`src/hdl/cmd_decoder_defs.vh`:
```
// Behaviour
// - Select high: low byte is command code
// - Dataless commands execute on command receipt
// - Select low: data moves for last command
// - Wide registers go least significant first
// - 16-bit: ignore high lane, undefined bytes
// - Odd IN count: final high byte unsent
// - Buffer starts with two-byte packet count
// - 20h-2Fh write endpoint configuration byte
// - 30h-3Fh read endpoint configuration byte
// - 01h-0Fh fill IN FIFOs, size limited
// - 10h,12h-1Fh read OUT FIFOs, no size limit
// - 40h-4Fh stall, 80h-8Fh unstall, no data
// - 50h-5Fh read endpoint status byte
// - D0h-DFh status copy, nothing cleared
// - 6xh validate IN, 7xh clear OUT buffers
// - F4h acknowledges setup on both control endpoints
// - A0h-AFh read endpoint error code
// - B0h plus two bytes unlocks writes
// - Unlock succeeds only with AA37h
// - After wake, writes blocked until unlock
`ifndef CMD_DECODER_DEFS_VH
`define CMD_DECODER_DEFS_VH

// ----------------------------------------------------------------
// Command groups (upper nibble) and single codes
// ----------------------------------------------------------------
`define GRP_IN_WR     4'h0
`define GRP_OUT_RD    4'h1
`define GRP_CFG_WR    4'h2
`define GRP_CFG_RD    4'h3
`define GRP_STALL     4'h4
`define GRP_STAT      4'h5
`define GRP_VALID     4'h6
`define GRP_CLEAR     4'h7
`define GRP_UNSTALL   4'h8
`define GRP_ERR       4'ha
`define GRP_GEN       4'hb
`define GRP_CHECK     4'hd
`define GRP_SPECIAL   4'hf
`define CODE_UNLOCK   8'hb0
`define CODE_ACK_SET  8'hf4
`define EP_CTRL_OUT   4'h0
`define EP_CTRL_IN    4'h1

// ----------------------------------------------------------------
// Framing and limits
// ----------------------------------------------------------------
`define UNLOCK_KEY    16'haa37
`define LIM_BULK      16'h0040
`define LIM_ISO       16'h03ff
`define CFG_ISO_BIT   4
`define CNT_W         10
`define HDR_WORDS     2'h1
`define HDR_BYTES     2'h2

// ----------------------------------------------------------------
// Event kinds
// ----------------------------------------------------------------
`define EV_VALIDATE   2'h0
`define EV_CLEAR      2'h1
`define EV_ACK_SETUP  2'h2
`define EV_STAT_READ  2'h3

`endif

```
`src/hdl/ep_cfg_mem.v`:
```
`timescale 1ns/10ps
`default_nettype none
module ep_cfg_mem #(
   parameter AW = 4,
   parameter W  = 8
) (
   input  wire          clock_i,
   input  wire          rstn_i,
   input  wire          ce_i,
   input  wire          we_i,
   input  wire [AW-1:0] waddr_i,
   input  wire [W-1:0]  wdata_i,
   input  wire [AW-1:0] raddr_i,
   output reg  [W-1:0]  rdata_o
);
   reg     [W-1:0] mem_r [0:(1<<AW)-1];
   integer         i;

   always @(posedge clock_i or negedge rstn_i) begin
      if (!rstn_i) begin
         for (i = 0; i < (1<<AW); i = i + 1) begin
            mem_r[i] <= {W{1'b0}};
         end
         rdata_o <= {W{1'b0}};
      end else if (ce_i) begin
         if (we_i) begin
            mem_r[waddr_i] <= wdata_i;
         end
         rdata_o <= mem_r[raddr_i];
      end
   end
endmodule
`default_nettype wire

```
`src/hdl/sync_fifo.v`:
```
`timescale 1ns/10ps
`default_nettype none
module sync_fifo #(
   parameter W     = 22,
   parameter DEPTH = 16,
   parameter AW    = 4
) (
   input  wire         clock_i,
   input  wire         rstn_i,
   input  wire         ce_i,
   input  wire         s_valid_i,
   input  wire [W-1:0] s_data_i,
   output reg          s_ready_o,
   output reg          m_valid_o,
   output reg  [W-1:0] m_data_o,
   input  wire         m_ready_i
);
   reg [W-1:0] mem_r [0:DEPTH-1];
   reg [AW-1:0] wp_r;
   reg [AW-1:0] rp_r;
   reg [AW:0]   cnt_r;
   reg [AW:0]   cnt_nxt;
   wire         push;
   wire         load;
   wire         vld_nxt;

   assign push = s_valid_i & s_ready_o;
   assign load = (cnt_r != {(AW+1){1'b0}}) & (~m_valid_o | m_ready_i);
   assign vld_nxt = load | (m_valid_o & ~m_ready_i);

   always @* begin
      cnt_nxt = cnt_r;
      if (push & ~load) begin
         cnt_nxt = cnt_r + 1'b1;
      end else if (load & ~push) begin
         cnt_nxt = cnt_r - 1'b1;
      end
   end

   // Output stage is a register so the consumer never sees array read paths
   always @(posedge clock_i or negedge rstn_i) begin
      if (!rstn_i) begin
         wp_r      <= {AW{1'b0}};
         rp_r      <= {AW{1'b0}};
         cnt_r     <= {(AW+1){1'b0}};
         s_ready_o <= 1'b1;
         m_valid_o <= 1'b0;
         m_data_o  <= {W{1'b0}};
      end else if (ce_i) begin
         if (push) begin
            mem_r[wp_r] <= s_data_i;
            wp_r        <= wp_r + 1'b1;
         end
         if (load) begin
            m_data_o  <= mem_r[rp_r];
            m_valid_o <= 1'b1;
            rp_r      <= rp_r + 1'b1;
         end else if (m_ready_i) begin
            m_valid_o <= 1'b0;
         end
         cnt_r     <= cnt_nxt;
         // Output register counts toward the depth
         s_ready_o <= ((cnt_nxt + {{AW{1'b0}}, vld_nxt}) < DEPTH[AW:0]);
      end
   end
endmodule
`default_nettype wire

```
`src/hdl/usb_device_command_decoder.v`:
```
`timescale 1ns/10ps
`default_nettype none
`include "cmd_decoder_defs.vh"
module usb_device_command_decoder #(
   parameter FIFO_DEPTH = 16,
   parameter FIFO_AW    = 4
) (
   input  wire         clock_i,
   input  wire         rstn_i,
   input  wire         ce_i,
   input  wire         cs_n_i,
   input  wire         wr_n_i,
   input  wire         rd_n_i,
   input  wire         command_data_select_i,
   input  wire         bus16_i,
   input  wire [15:0]  data_i,
   output reg  [15:0]  data_o,
   output reg          data_oe_o,
   input  wire         wake_lock_i,
   output reg          locked_o,
   output reg  [15:0]  stall_o,
   output reg          ev_valid_o,
   output reg  [1:0]   ev_kind_o,
   output reg  [3:0]   ev_ep_o,
   output wire         in_ready_o,
   output wire         tx_valid_o,
   input  wire         tx_ready_i,
   output wire [15:0]  tx_data_o,
   output wire [3:0]   tx_ep_o,
   output wire         tx_last_o,
   output wire         tx_hi_valid_o,
   input  wire [15:0]  rx_data_i,
   output reg          rx_pop_o,
   input  wire [127:0] ep_status_i,
   input  wire [127:0] err_code_i
);
   // ----------------------------------------------------------------
   // Data phase states
   // ----------------------------------------------------------------
   localparam PH_NONE = 4'h0;
   localparam PH_INW  = 4'h1;
   localparam PH_OUTR = 4'h2;
   localparam PH_CFGW = 4'h3;
   localparam PH_CFGR = 4'h4;
   localparam PH_STAT = 4'h5;
   localparam PH_ERR  = 4'h6;
   localparam PH_CHK  = 4'h7;
   localparam PH_UNLK = 4'h8;

   // ----------------------------------------------------------------
   // Pin synchronisers
   // ----------------------------------------------------------------
   reg  [20:0] meta_r;
   reg  [20:0] pins_r;
   reg         wr_prev_r;
   reg         rd_prev_r;
   wire [15:0] d_s;
   wire        rd_s;
   wire        wr_s;
   wire        cs_s;
   wire        a0_s;
   wire        b16_s;

   always @(posedge clock_i or negedge rstn_i) begin
      if (!rstn_i) begin
         meta_r <= 21'h070000;
         pins_r <= 21'h070000;
      end else if (ce_i) begin
         meta_r <= {bus16_i, command_data_select_i, cs_n_i, wr_n_i, rd_n_i, data_i};
         pins_r <= meta_r;
      end
   end

   assign d_s   = pins_r[15:0];
   assign rd_s  = pins_r[16];
   assign wr_s  = pins_r[17];
   assign cs_s  = pins_r[18];
   assign a0_s  = pins_r[19];
   assign b16_s = pins_r[20];

   // Strobes act at the write's trailing edge, so data is settled by then
   wire wr_end   = ~cs_s & wr_s & ~wr_prev_r;
   wire rd_start = ~cs_s & ~rd_s & rd_prev_r;
   wire rd_end   = rd_s & ~rd_prev_r;
   wire cmd_wr   = wr_end & a0_s;
   wire dat_wr   = wr_end & ~a0_s;

   // ----------------------------------------------------------------
   // State
   // ----------------------------------------------------------------
   reg  [3:0]  phase_r;
   reg  [3:0]  ep_r;
   reg  [1:0]  idx_r;
   reg  [7:0]  lo_byte_r;
   reg  [9:0]  rem_r;
   reg         push_r;
   reg  [21:0] push_data_r;
   reg         cfg_we_r;
   reg  [7:0]  cfg_wdata_r;
   reg         rd_act_r;
   wire [7:0]  cfg_rdata;
   wire [7:0]  code     = d_s[7:0];
   wire [7:0]  stat_b   = ep_status_i[{ep_r, 3'h0} +: 8];
   wire [7:0]  err_b    = err_code_i[{ep_r, 3'h0} +: 8];
   wire [15:0] limit    = cfg_rdata[`CFG_ISO_BIT] ? `LIM_ISO : `LIM_BULK;
   wire [1:0]  hdr_len  = b16_s ? `HDR_WORDS : `HDR_BYTES;
   wire        hdr_done = (idx_r >= hdr_len);
   wire [15:0] cnt_raw  = b16_s ? d_s : {d_s[7:0], lo_byte_r};
   wire [9:0]  cnt_lim  = (cnt_raw > limit) ? limit[9:0] : cnt_raw[9:0];
   wire        two_b    = b16_s & (rem_r > 10'h001);
   wire [9:0]  take     = two_b ? 10'h002 : 10'h001;
   wire [15:0] key      = b16_s ? d_s : {d_s[7:0], lo_byte_r};

   // ----------------------------------------------------------------
   // Command and data phase handling
   // ----------------------------------------------------------------
   always @(posedge clock_i or negedge rstn_i) begin
      if (!rstn_i) begin
         phase_r     <= PH_NONE;
         ep_r        <= 4'h0;
         idx_r       <= 2'h0;
         lo_byte_r   <= 8'h00;
         rem_r       <= 10'h000;
         push_r      <= 1'b0;
         push_data_r <= 22'h000000;
         cfg_we_r    <= 1'b0;
         cfg_wdata_r <= 8'h00;
         locked_o    <= 1'b0;
         stall_o     <= 16'h0000;
         ev_valid_o  <= 1'b0;
         ev_kind_o   <= 2'h0;
         ev_ep_o     <= 4'h0;
         wr_prev_r   <= 1'b1;
         rd_prev_r   <= 1'b1;
      end else if (ce_i) begin
         wr_prev_r  <= wr_s;
         rd_prev_r  <= rd_s;
         push_r     <= 1'b0;
         cfg_we_r   <= 1'b0;
         ev_valid_o <= 1'b0;
         if (cmd_wr) begin
            ep_r    <= code[3:0];
            idx_r   <= 2'h0;
            phase_r <= PH_NONE;
            case (code[7:4])
               `GRP_IN_WR: begin
                  if (code[3:0] != `EP_CTRL_OUT) begin
                     phase_r <= PH_INW;
                  end
               end
               `GRP_OUT_RD: begin
                  if (code[3:0] != `EP_CTRL_IN) begin
                     phase_r <= PH_OUTR;
                  end
               end
               `GRP_CFG_WR: phase_r <= PH_CFGW;
               `GRP_CFG_RD: phase_r <= PH_CFGR;
               `GRP_STAT:   phase_r <= PH_STAT;
               `GRP_ERR:    phase_r <= PH_ERR;
               `GRP_CHECK:  phase_r <= PH_CHK;
               `GRP_STALL: begin
                  if (!locked_o) begin
                     stall_o[code[3:0]] <= 1'b1;
                  end
               end
               `GRP_UNSTALL: begin
                  if (!locked_o) begin
                     stall_o[code[3:0]] <= 1'b0;
                  end
               end
               `GRP_VALID: begin
                  if (code[3:0] != `EP_CTRL_OUT) begin
                     ev_valid_o <= 1'b1;
                     ev_kind_o  <= `EV_VALIDATE;
                     ev_ep_o    <= code[3:0];
                  end
               end
               `GRP_CLEAR: begin
                  if (code[3:0] != `EP_CTRL_IN) begin
                     ev_valid_o <= 1'b1;
                     ev_kind_o  <= `EV_CLEAR;
                     ev_ep_o    <= code[3:0];
                  end
               end
               `GRP_GEN: begin
                  if (code == `CODE_UNLOCK) begin
                     phase_r <= PH_UNLK;
                  end
               end
               `GRP_SPECIAL: begin
                  if (code == `CODE_ACK_SET) begin
                     ev_valid_o <= 1'b1;
                     ev_kind_o  <= `EV_ACK_SETUP;
                     ev_ep_o    <= code[3:0];
                  end
               end
               default: phase_r <= PH_NONE;
            endcase
         end else if (dat_wr) begin
            if (idx_r != 2'h3) begin
               idx_r <= idx_r + 2'h1;
            end
            case (phase_r)
               PH_CFGW: begin
                  if (idx_r == 2'h0 && !locked_o) begin
                     cfg_we_r    <= 1'b1;
                     cfg_wdata_r <= d_s[7:0];
                  end
               end
               PH_UNLK: begin
                  if (idx_r == 2'h0 && !b16_s) begin
                     lo_byte_r <= d_s[7:0];
                  end else if (idx_r == hdr_len - 2'h1) begin
                     if (key == `UNLOCK_KEY) begin
                        locked_o <= 1'b0;
                     end
                  end
               end
               PH_INW: begin
                  if (!hdr_done) begin
                     if (idx_r == 2'h0 && !b16_s) begin
                        lo_byte_r <= d_s[7:0];
                     end else begin
                        rem_r <= cnt_lim;
                     end
                  end else if (rem_r != 10'h000 && !locked_o) begin
                     push_r      <= 1'b1;
                     rem_r       <= rem_r - take;
                     // Byte lane above an odd tail is never sent
                     push_data_r <= {ep_r, (rem_r <= take), two_b,
                                     two_b ? d_s[15:8] : 8'h00,
                                     d_s[7:0]};
                  end
               end
               default: begin
               end
            endcase
         end
         if (rd_end && rd_act_r && phase_r == PH_STAT && idx_r == 2'h0) begin
            ev_valid_o <= 1'b1;
            ev_kind_o  <= `EV_STAT_READ;
            ev_ep_o    <= ep_r;
         end
         if (rd_end && rd_act_r && idx_r != 2'h3) begin
            idx_r <= idx_r + 2'h1;
         end
         // Wake beats an unlock landing in the same cycle
         if (wake_lock_i) begin
            locked_o <= 1'b1;
         end
      end
   end

   // ----------------------------------------------------------------
   // Read path
   // ----------------------------------------------------------------
   reg [15:0] rd_word;

   always @* begin
      rd_word = 16'h0000;
      case (phase_r)
         PH_CFGR: rd_word = {8'h00, cfg_rdata};
         PH_STAT: rd_word = {8'h00, stat_b};
         PH_CHK:  rd_word = {8'h00, stat_b};
         PH_ERR:  rd_word = {8'h00, err_b};
         PH_OUTR: begin
            if (b16_s) begin
               rd_word = rx_data_i;
            end else if (idx_r[0]) begin
               rd_word = {8'h00, rx_data_i[15:8]};
            end else begin
               rd_word = {8'h00, rx_data_i[7:0]};
            end
         end
         default: rd_word = 16'h0000;
      endcase
   end

   always @(posedge clock_i or negedge rstn_i) begin
      if (!rstn_i) begin
         data_o    <= 16'h0000;
         data_oe_o <= 1'b0;
         rd_act_r  <= 1'b0;
         rx_pop_o  <= 1'b0;
      end else if (ce_i) begin
         data_oe_o <= ~cs_s & ~rd_s;
         rx_pop_o  <= 1'b0;
         if (rd_start) begin
            data_o   <= rd_word;
            rd_act_r <= 1'b1;
         end else if (rd_end) begin
            rd_act_r <= 1'b0;
            // A word leaves the receive side once both lanes were read, or at each byte read after the fourth
            if (rd_act_r && phase_r == PH_OUTR && (b16_s || idx_r[0])) begin
               rx_pop_o <= 1'b1;
            end
         end
      end
   end

   // ----------------------------------------------------------------
   // Configuration store and transmit buffer
   // ----------------------------------------------------------------
   ep_cfg_mem #(
      .AW (4),
      .W  (8)
   ) u_cfg (
      .clock_i (clock_i),
      .rstn_i  (rstn_i),
      .ce_i    (ce_i),
      .we_i    (cfg_we_r),
      .waddr_i (ep_r),
      .wdata_i (cfg_wdata_r),
      .raddr_i (ep_r),
      .rdata_o (cfg_rdata)
   );

   wire [21:0] tx_word;

   sync_fifo #(
      .W     (22),
      .DEPTH (FIFO_DEPTH),
      .AW    (FIFO_AW)
   ) u_fifo (
      .clock_i   (clock_i),
      .rstn_i    (rstn_i),
      .ce_i      (ce_i),
      .s_valid_i (push_r),
      .s_data_i  (push_data_r),
      .s_ready_o (in_ready_o),
      .m_valid_o (tx_valid_o),
      .m_data_o  (tx_word),
      .m_ready_i (tx_ready_i)
   );

   assign tx_ep_o       = tx_word[21:18];
   assign tx_last_o     = tx_word[17];
   assign tx_hi_valid_o = tx_word[16];
   assign tx_data_o     = tx_word[15:0];
endmodule
`default_nettype wire

```
`config.mk`:
```
export PLATFORM = sky130hd
export DESIGN_NAME = usb_device_command_decoder
export DESIGN_NICKNAME = d
export VERILOG_FILES = /design/src/hdl/ep_cfg_mem.v /design/src/hdl/sync_fifo.v /design/src/hdl/usb_device_command_decoder.v
export VERILOG_INCLUDE_DIRS = /design/src /design/src/hdl
export SDC_FILE = /design/constraint.sdc
export NUM_CORES = 1
export LEC_CHECK = 0
export BUFFER_PORTS_ARGS = -buffer_cell sky130_fd_sc_hd__clkbuf_2
export CAP_MARGIN = 40
export CORE_AREA = 2 2 238 240
export CTS_CLUSTER_DIAMETER = 120
export DETAILED_ROUTE_END_ITERATION = 10
export DIE_AREA = 0 0 240 242
export PLACE_DENSITY = 0.76
export SLEW_MARGIN = 5
export SYNTH_ARGS = -nofsm -noshare
export SYNTH_HDL_FRONTEND = slang
export SYNTH_SLANG_ARGS = --single-unit
```
`constraint.sdc`:
```
create_clock -name clock_i -period 5.5 [get_ports clock_i]
set_clock_uncertainty 0.2 [all_clocks]
set_input_delay 0.55 -clock clock_i [delete_from_list [all_inputs] [get_ports clock_i]]
set_output_delay 0.55 -clock clock_i [all_outputs]
set_load 0.03 [all_outputs]
```
==> results of run 1 <==
-- per-layer routing --
layer  wire length [um]  vias up  GRT usage, %  share of wire [%]
li1                   -     8717             -                  -
met1              37000    10581         45.25                 42
met2              42460      973         48.62                 48
met3               6826      162         5.595                7.7
met4               2356        0         7.947                2.7
met5                  0        -             0                  0
-- report_power, final --
group,leakage [nW],total (mW),internal (mW),switching [mW]
combinational,6.11,3.66,1.52,2.14
sequential,7.42,6.00,5.52,0.473
clock,1.13,4.76,2.82,1.94
total,14.7,14.4,9.86,4.56
-- logic make-up (layout without fill, tap and decap cells) --
| family | count (synthesis) | in the layout |
|---|---|---|
| AOI/OAI and AO/OA | 174 | 174 |
| adders and majority gates | 24 | 24 |
| buffers and inverters | 167 | 601 |
| muxes | 410 | 410 |
| DFF | 672 | 672 |
| xor gates and xnor gates | 17 | 17 |
| and+or+nand+nor | 636 | 636 |
-- final timing paths --
kind                                      from                   to  slack (ps)  cells past startpoint
setup / recovery                    pins_r[20]             rem_r[3]        1990                      9
hold / removal                   rx_data_i[10]           data_o[10]          30                      2
setup reg to reg                    pins_r[20]             rem_r[3]        1990                      9
hold reg to reg            u_fifo.m_data_o[13]  u_fifo.m_data_o[13]         270                      2
max in group asynchronous               rstn_i              ep_r[0]        3250                      4
min in group asynchronous               rstn_i   u_fifo.m_data_o[4]         210                      2
-- layout make-up --
cell class / count / area [um^2] / share of cell area (%)
clock buffer: 95 / 1946 / 5.435
clock inverter: 29 / 354.1 / 0.9891
inverter: 28 / 105.1 / 0.2936
multi-input combinational: 1261 / 11140 / 31.11
sequential: 672 / 18600 / 51.96
tap: 756 / 945.9 / 2.642
timing repair buffer: 449 / 2710 / 7.570
-- cell usage in the layout, fill, tap and decap left out, types with 15 or more instances in the layout --
cell	n
nand4_1	20
buf_4	40
inv_1	28
nand3_1	119
dfrtp_1	307
a22oi_1	16
nand2_1	335
a21oi_1	21
mux2i_1	21
clkbuf_2	361
mux2_2	228
mux4_2	160
nor2_1	50
dlygate4sd3_1	31
edfxtp_1	352
o21ai_0	40
clkbuf_16	70
clkbuf_1	15
ha_1	23
a22o_1	21
-- critical path, delay by kind of cell, from the launching register on --
kind / cells / cell delay (ps)
mux: 1 / 360
fa+ha+maj: 1 / 310
compound gates: 5 / 1580
buf+inv: 1 / 220
simple gates: 1 / 130
flops: 1 / 590
-- flip-flops by register name (all words and copies together) (netlist names), 5 cells and up, named ones only --
signal / cells
u_fifo.mem_r: 352
u_cfg.mem_r: 128
push_data_r: 22
u_fifo.m_data_o: 22
meta_r: 21
pins_r: 21
data_o: 16
rem_r: 10
cfg_wdata_r: 8
lo_byte_r: 8
u_cfg.rdata_o: 8
u_fifo.cnt_r: 5
-- through the flow --
stage,worst slack [ps],std cells,hold slack (ps)
floorplan,1410,2100,54.41
global placement,1696,3121,245.4
detailed placement,1599,3133,241.8
CTS,2056,3288,13.77
global route,1806,3290,22.95
finish,1986,3290,30.40
==> out/metrics.cfg, run 1 <==
[outcome]
outcome=finished, final reports clean

[setup_path]
start_kind=flip-flop
crit_slowest_cell=dfrtp_1
cp.arrival_ps=3790
crit_required_ps=5780
slowest_delay_ps=590
critPathMaxFanout=16
crit_path_end_kind=flip-flop
cp_cell_sequence=buf_8 -> mux2_2 -> ha_1 -> nand4_1 -> o21bai_1 -> a311o_1 -> o311ai_1 -> a31oi_1 -> a32o_1
worstSetupPathType=reg -> reg

[clocking]
clk_latency_ps=620
cts_resized=0
cts_setup_buffers=0
cts_root_buf=clkbuf_16
clockBufferDepth=3
clk_pin_slew_ps=60
h-tree-depth=3
cts_inserted_buffers=68
clock_sink_count=672
cts_tree=done
holdBufCountCts=31

[placement]
port_buffers=363
dpl.hpwl_mm=60.06
place_area_um2=33170
place.gp.congestion=1.001

[sta]
slew_headroom_pct=37.59
tightest_slew_ps=936.1
finalHoldViolations=0
fin_setup_tns_ps=0
setup_viol=0
rsz0062_at_grt=false
finalCritPeriodShare_pct=63.90
fmax_mhz=284.5
drv_slew=0
fin_crit_ps=3514

[floorplan]
die_x_um=240
io-pin-count=364
core.rowCount=87
die_h_um=242
die-area_um2=58080
initial_core_util_pct=54.49
core_area_um2=55730

[synthesis]
synth_nets=2422
syn_area_per_cell_um2=14.46
syn-cell-area_um2=30370
ys_ff_latch=672
synthDistinctLibCells=76
synth_top_family_by_area=multiplexers
synth_adder_area_share_pct=1.014
synth_top_area_cell=edfxtp_1
netlist.area_leader.share_pct=34.81
synth_seq_area_share_pct=61.22
synthTopCellsByArea=edfxtp_1, dfrtp_1, mux4_2
synthTopCellsByCount=edfxtp_1, nand2_1, dfrtp_1
synthMuxAreaShare_pct=21.05
yosysMostFrequentCell=edfxtp_1
synth-xor-area-share_pct=0.4903
yosys.area_share.simple_pct=9.662
postSynthCellCount=2100
synth_ff_type=edfxtp_1
yosysWarningCount=0
synthArstFlopShare_pct=47.62
synth_compound_area_share_pct=4.170
synth_edf_count=352

[worst_hold_path]
hold_path.class=in -> reg

[final_layout]
final_cell_area_um2=35800
fin_util_pct=64.23
antenna_cells=0
nNetsFinal=2802
drive_above_1_share_pct=37.88
n_fill_cell=4029
syn2layout_area_growth_pct=17.89

[drt]
drt_iter0_markers=2216
post_drt_wl_per_cell_um=26.94
via_per_inst=6.211
wirelength_mm=88.64
ant_nets=0
dr.pass1.iters=6
remaining_drc_errors=0
vias=20433

[global_route]
grt-ovfl-total=0
grt_pass1_vias=20805
grtUsageTotal_pct=30.99
grt_pass1_wl_mm=133.2
grt_max_degree=153
antenna_found_initial=1

[power]
vdd_drop_max_mv=0.2677
post-layout-total-power_mw=14.41
power.density_nw_per_um2=402.6
p_leak_nw=14.67

[run]
maxCapViolCount=0

No activity file was read; power rests on OpenSTA's default activity.
==> inputs of run 2 (changes only) <==
ABC_AREA = 1   (was default)
CORE_AREA = 2 2 244 246   (was 2 2 238 240)
DIE_AREA = 0 0 246 248   (was 0 0 240 242)
clock period = 3 ns   (was 5.5 ns; I/O delays follow)
==> out/metrics.cfg, run 2 <==
[synthesis]
synth_top_area_cell=edfxtp_1
synthTopCellsByCount=nand2_1, o21ai_0, edfxtp_1
syn-cell-area_um2=30580
yosysMostFrequentCell=nand2_1
syn_area_per_cell_um2=9.444
synthDistinctLibCells=45
synth_edf_count=352
synthArstFlopShare_pct=47.62
yosysWarningCount=0
netlist.area_leader.share_pct=34.57
synth_nets=3560
synthTopCellsByArea=edfxtp_1, dfrtp_1, nand2_1
postSynthCellCount=3238
ys_ff_latch=672
synth_seq_area_share_pct=60.79
synth_ff_type=edfxtp_1

[power]
p_leak_nw=15.98
power.density_nw_per_um2=815.8
vdd_drop_max_mv=0.9770
post-layout-total-power_mw=29.57

[placement]
port_buffers=363
place.gp.congestion=1.031
dpl.hpwl_mm=69.28

[sta]
rsz0062_at_grt=false
drv_slew=0
fin_crit_ps=2756
slew_headroom_pct=45.33
whs_ps=51.47
fmax_mhz=362.9
finalCritPeriodShare_pct=91.86
setup_viol=0
tightest_slew_ps=820.1
finalHoldViolations=0

[global_route]
grt-ovfl-total=0
grt_max_degree=144
grtUsageTotal_pct=33.44
grt_pass1_wl_mm=153.3
antenna_found_initial=8
grt_pass1_vias=25052

[setup_path]
slowest_delay_ps=420
crit_path_end_kind=flip-flop
worstSetupPathType=reg -> reg
critPathMaxFanout=5
cp.arrival_ps=3090
start_kind=flip-flop
crit_slowest_cell=dfrtp_1
crit_required_ps=3330
cp_cell_sequence=nor2_2 -> nand3_1 -> nor2_1 -> a21oi_1 -> inv_1 -> ha_1 -> fa_1 -> inv_1 -> nor2_1 -> inv_1 -> or2_2 -> a21oi_1 -> nor2_1 -> a21oi_1

[floorplan]
core_area_um2=58460
die-area_um2=61010
die_h_um=248
core.rowCount=89
io-pin-count=364
die_x_um=246
initial_core_util_pct=52.31

[final_layout]
syn2layout_area_growth_pct=18.56
largest_reg_flops=352
top_register=u_fifo.mem_r
largestRegisters=u_fifo.mem_r x352, u_cfg.mem_r x128
nNetsFinal=3931
final_common_cell=nand2_1
final_cell_mix=nand2_1, o21ai_0, clkbuf_2
drive_above_1_share_pct=17.19

[drt]
vias=26379
post_drt_wl_per_cell_um=22.95
remaining_drc_errors=0
dr.pass1.iters=6
wirelength_mm=102.0
via_per_inst=5.939
ant_nets=0
drt_iter0_markers=3097

[clocking]
cts_tree=done
clockBufferDepth=3
cts_root_buf=clkbuf_16
clk_pin_slew_ps=60
clk_latency_ps=610
clock_sink_count=672
h-tree-depth=3
cts_inserted_buffers=68

[run]
maxCapViolCount=0

[outcome]
outcome=finished, final reports clean

[worst_hold_path]
hold_path.class=in -> reg

## run 2: layout make-up
class / count / area [um^2]
Fill cell: 4851 / 22210
Clock inverter: 30 / 355.3
Inverter: 132 / 498.0
Sequential cell: 672 / 18590
Antenna cell: 5 / 12.51
Tap cell: 773 / 967.2
Timing Repair Buffer: 501 / 3178
Clock buffer: 95 / 1927
Multi-Input combinational cell: 2234 / 10720
## run 2: timing repair
action,CTS,global route
endpoints found under the setup margin,0,1
endpoints found under the hold margin,301,0
hold buffers,34,0
resized for setup,0,2
setup buffers,0,0
## run 2: stage by stage
step	instance area, um^2	instances	TNS (ps)	utilization, %	worst slack, ps
finish	36250	4442	0	62.01	244.2
detailed placement	33600	4278	0	57.48	253.6
global placement	33580	4277	0	57.43	322.9
global route	36250	4440	0	62.00	43.52
CTS	36240	4437	0	61.98	230.7
floorplan	30580	3238	-64960	-	-369.1
## run 2: critical path, delay by kind of cell (launching register included)
kind            cells  cell delay [ps]
compound gates      3              410
buf+inv             3              250
fa+ha+maj           2              410
simple gates        6              970
flops               1              420
## run 2: cell families (layout without fill, tap and decap cells)
family                   count (synthesis)  in the layout  share of synthesized area [%]
other                                    0              5                              0
flip-flops                             672            672                          60.79
buffers and inverters                  332            758                          4.419
AO/OA/AOI/OAI                          711            711                          13.47
XOR/XNOR                                 8              8                         0.2291
AND/OR/NAND/NOR                       1491           1491                          20.09
adder cells (fa/ha/maj)                 24             24                          1.007
## run 2: path summary, 6_finish.rpt
kind	start	to	slack (ps)	cells after the start
max	rem_r[4]	rem_r[6]	240	14
min	rx_data_i[5]	data_o[5]	50	7
max reg2reg	rem_r[4]	rem_r[6]	240	14
min reg2reg	meta_r[16]	meta_r[16]	270	2
max in group asynchronous	rstn_i	u_cfg.mem_r[85]	1740	3
min in group asynchronous	rstn_i	pins_r[15]	70	3
## run 2: power by group
group | total [mW] | internal, mW | switching, mW
Clock | 8.68 | 5.12 | 3.57
Combinational | 10.2 | 3.11 | 7.11
Sequential | 10.7 | 10.2 | 0.520
## run 2: layer usage
layer | vias up | routed length [um] | GRT usage, %
met5 | - | 23 | 0
met1 | 12870 | 43850 | 49.74
li1 | 11992 | - | -
met4 | 4 | 1921 | 8.396
met2 | 1363 | 46900 | 51.27
met3 | 150 | 9271 | 5.612
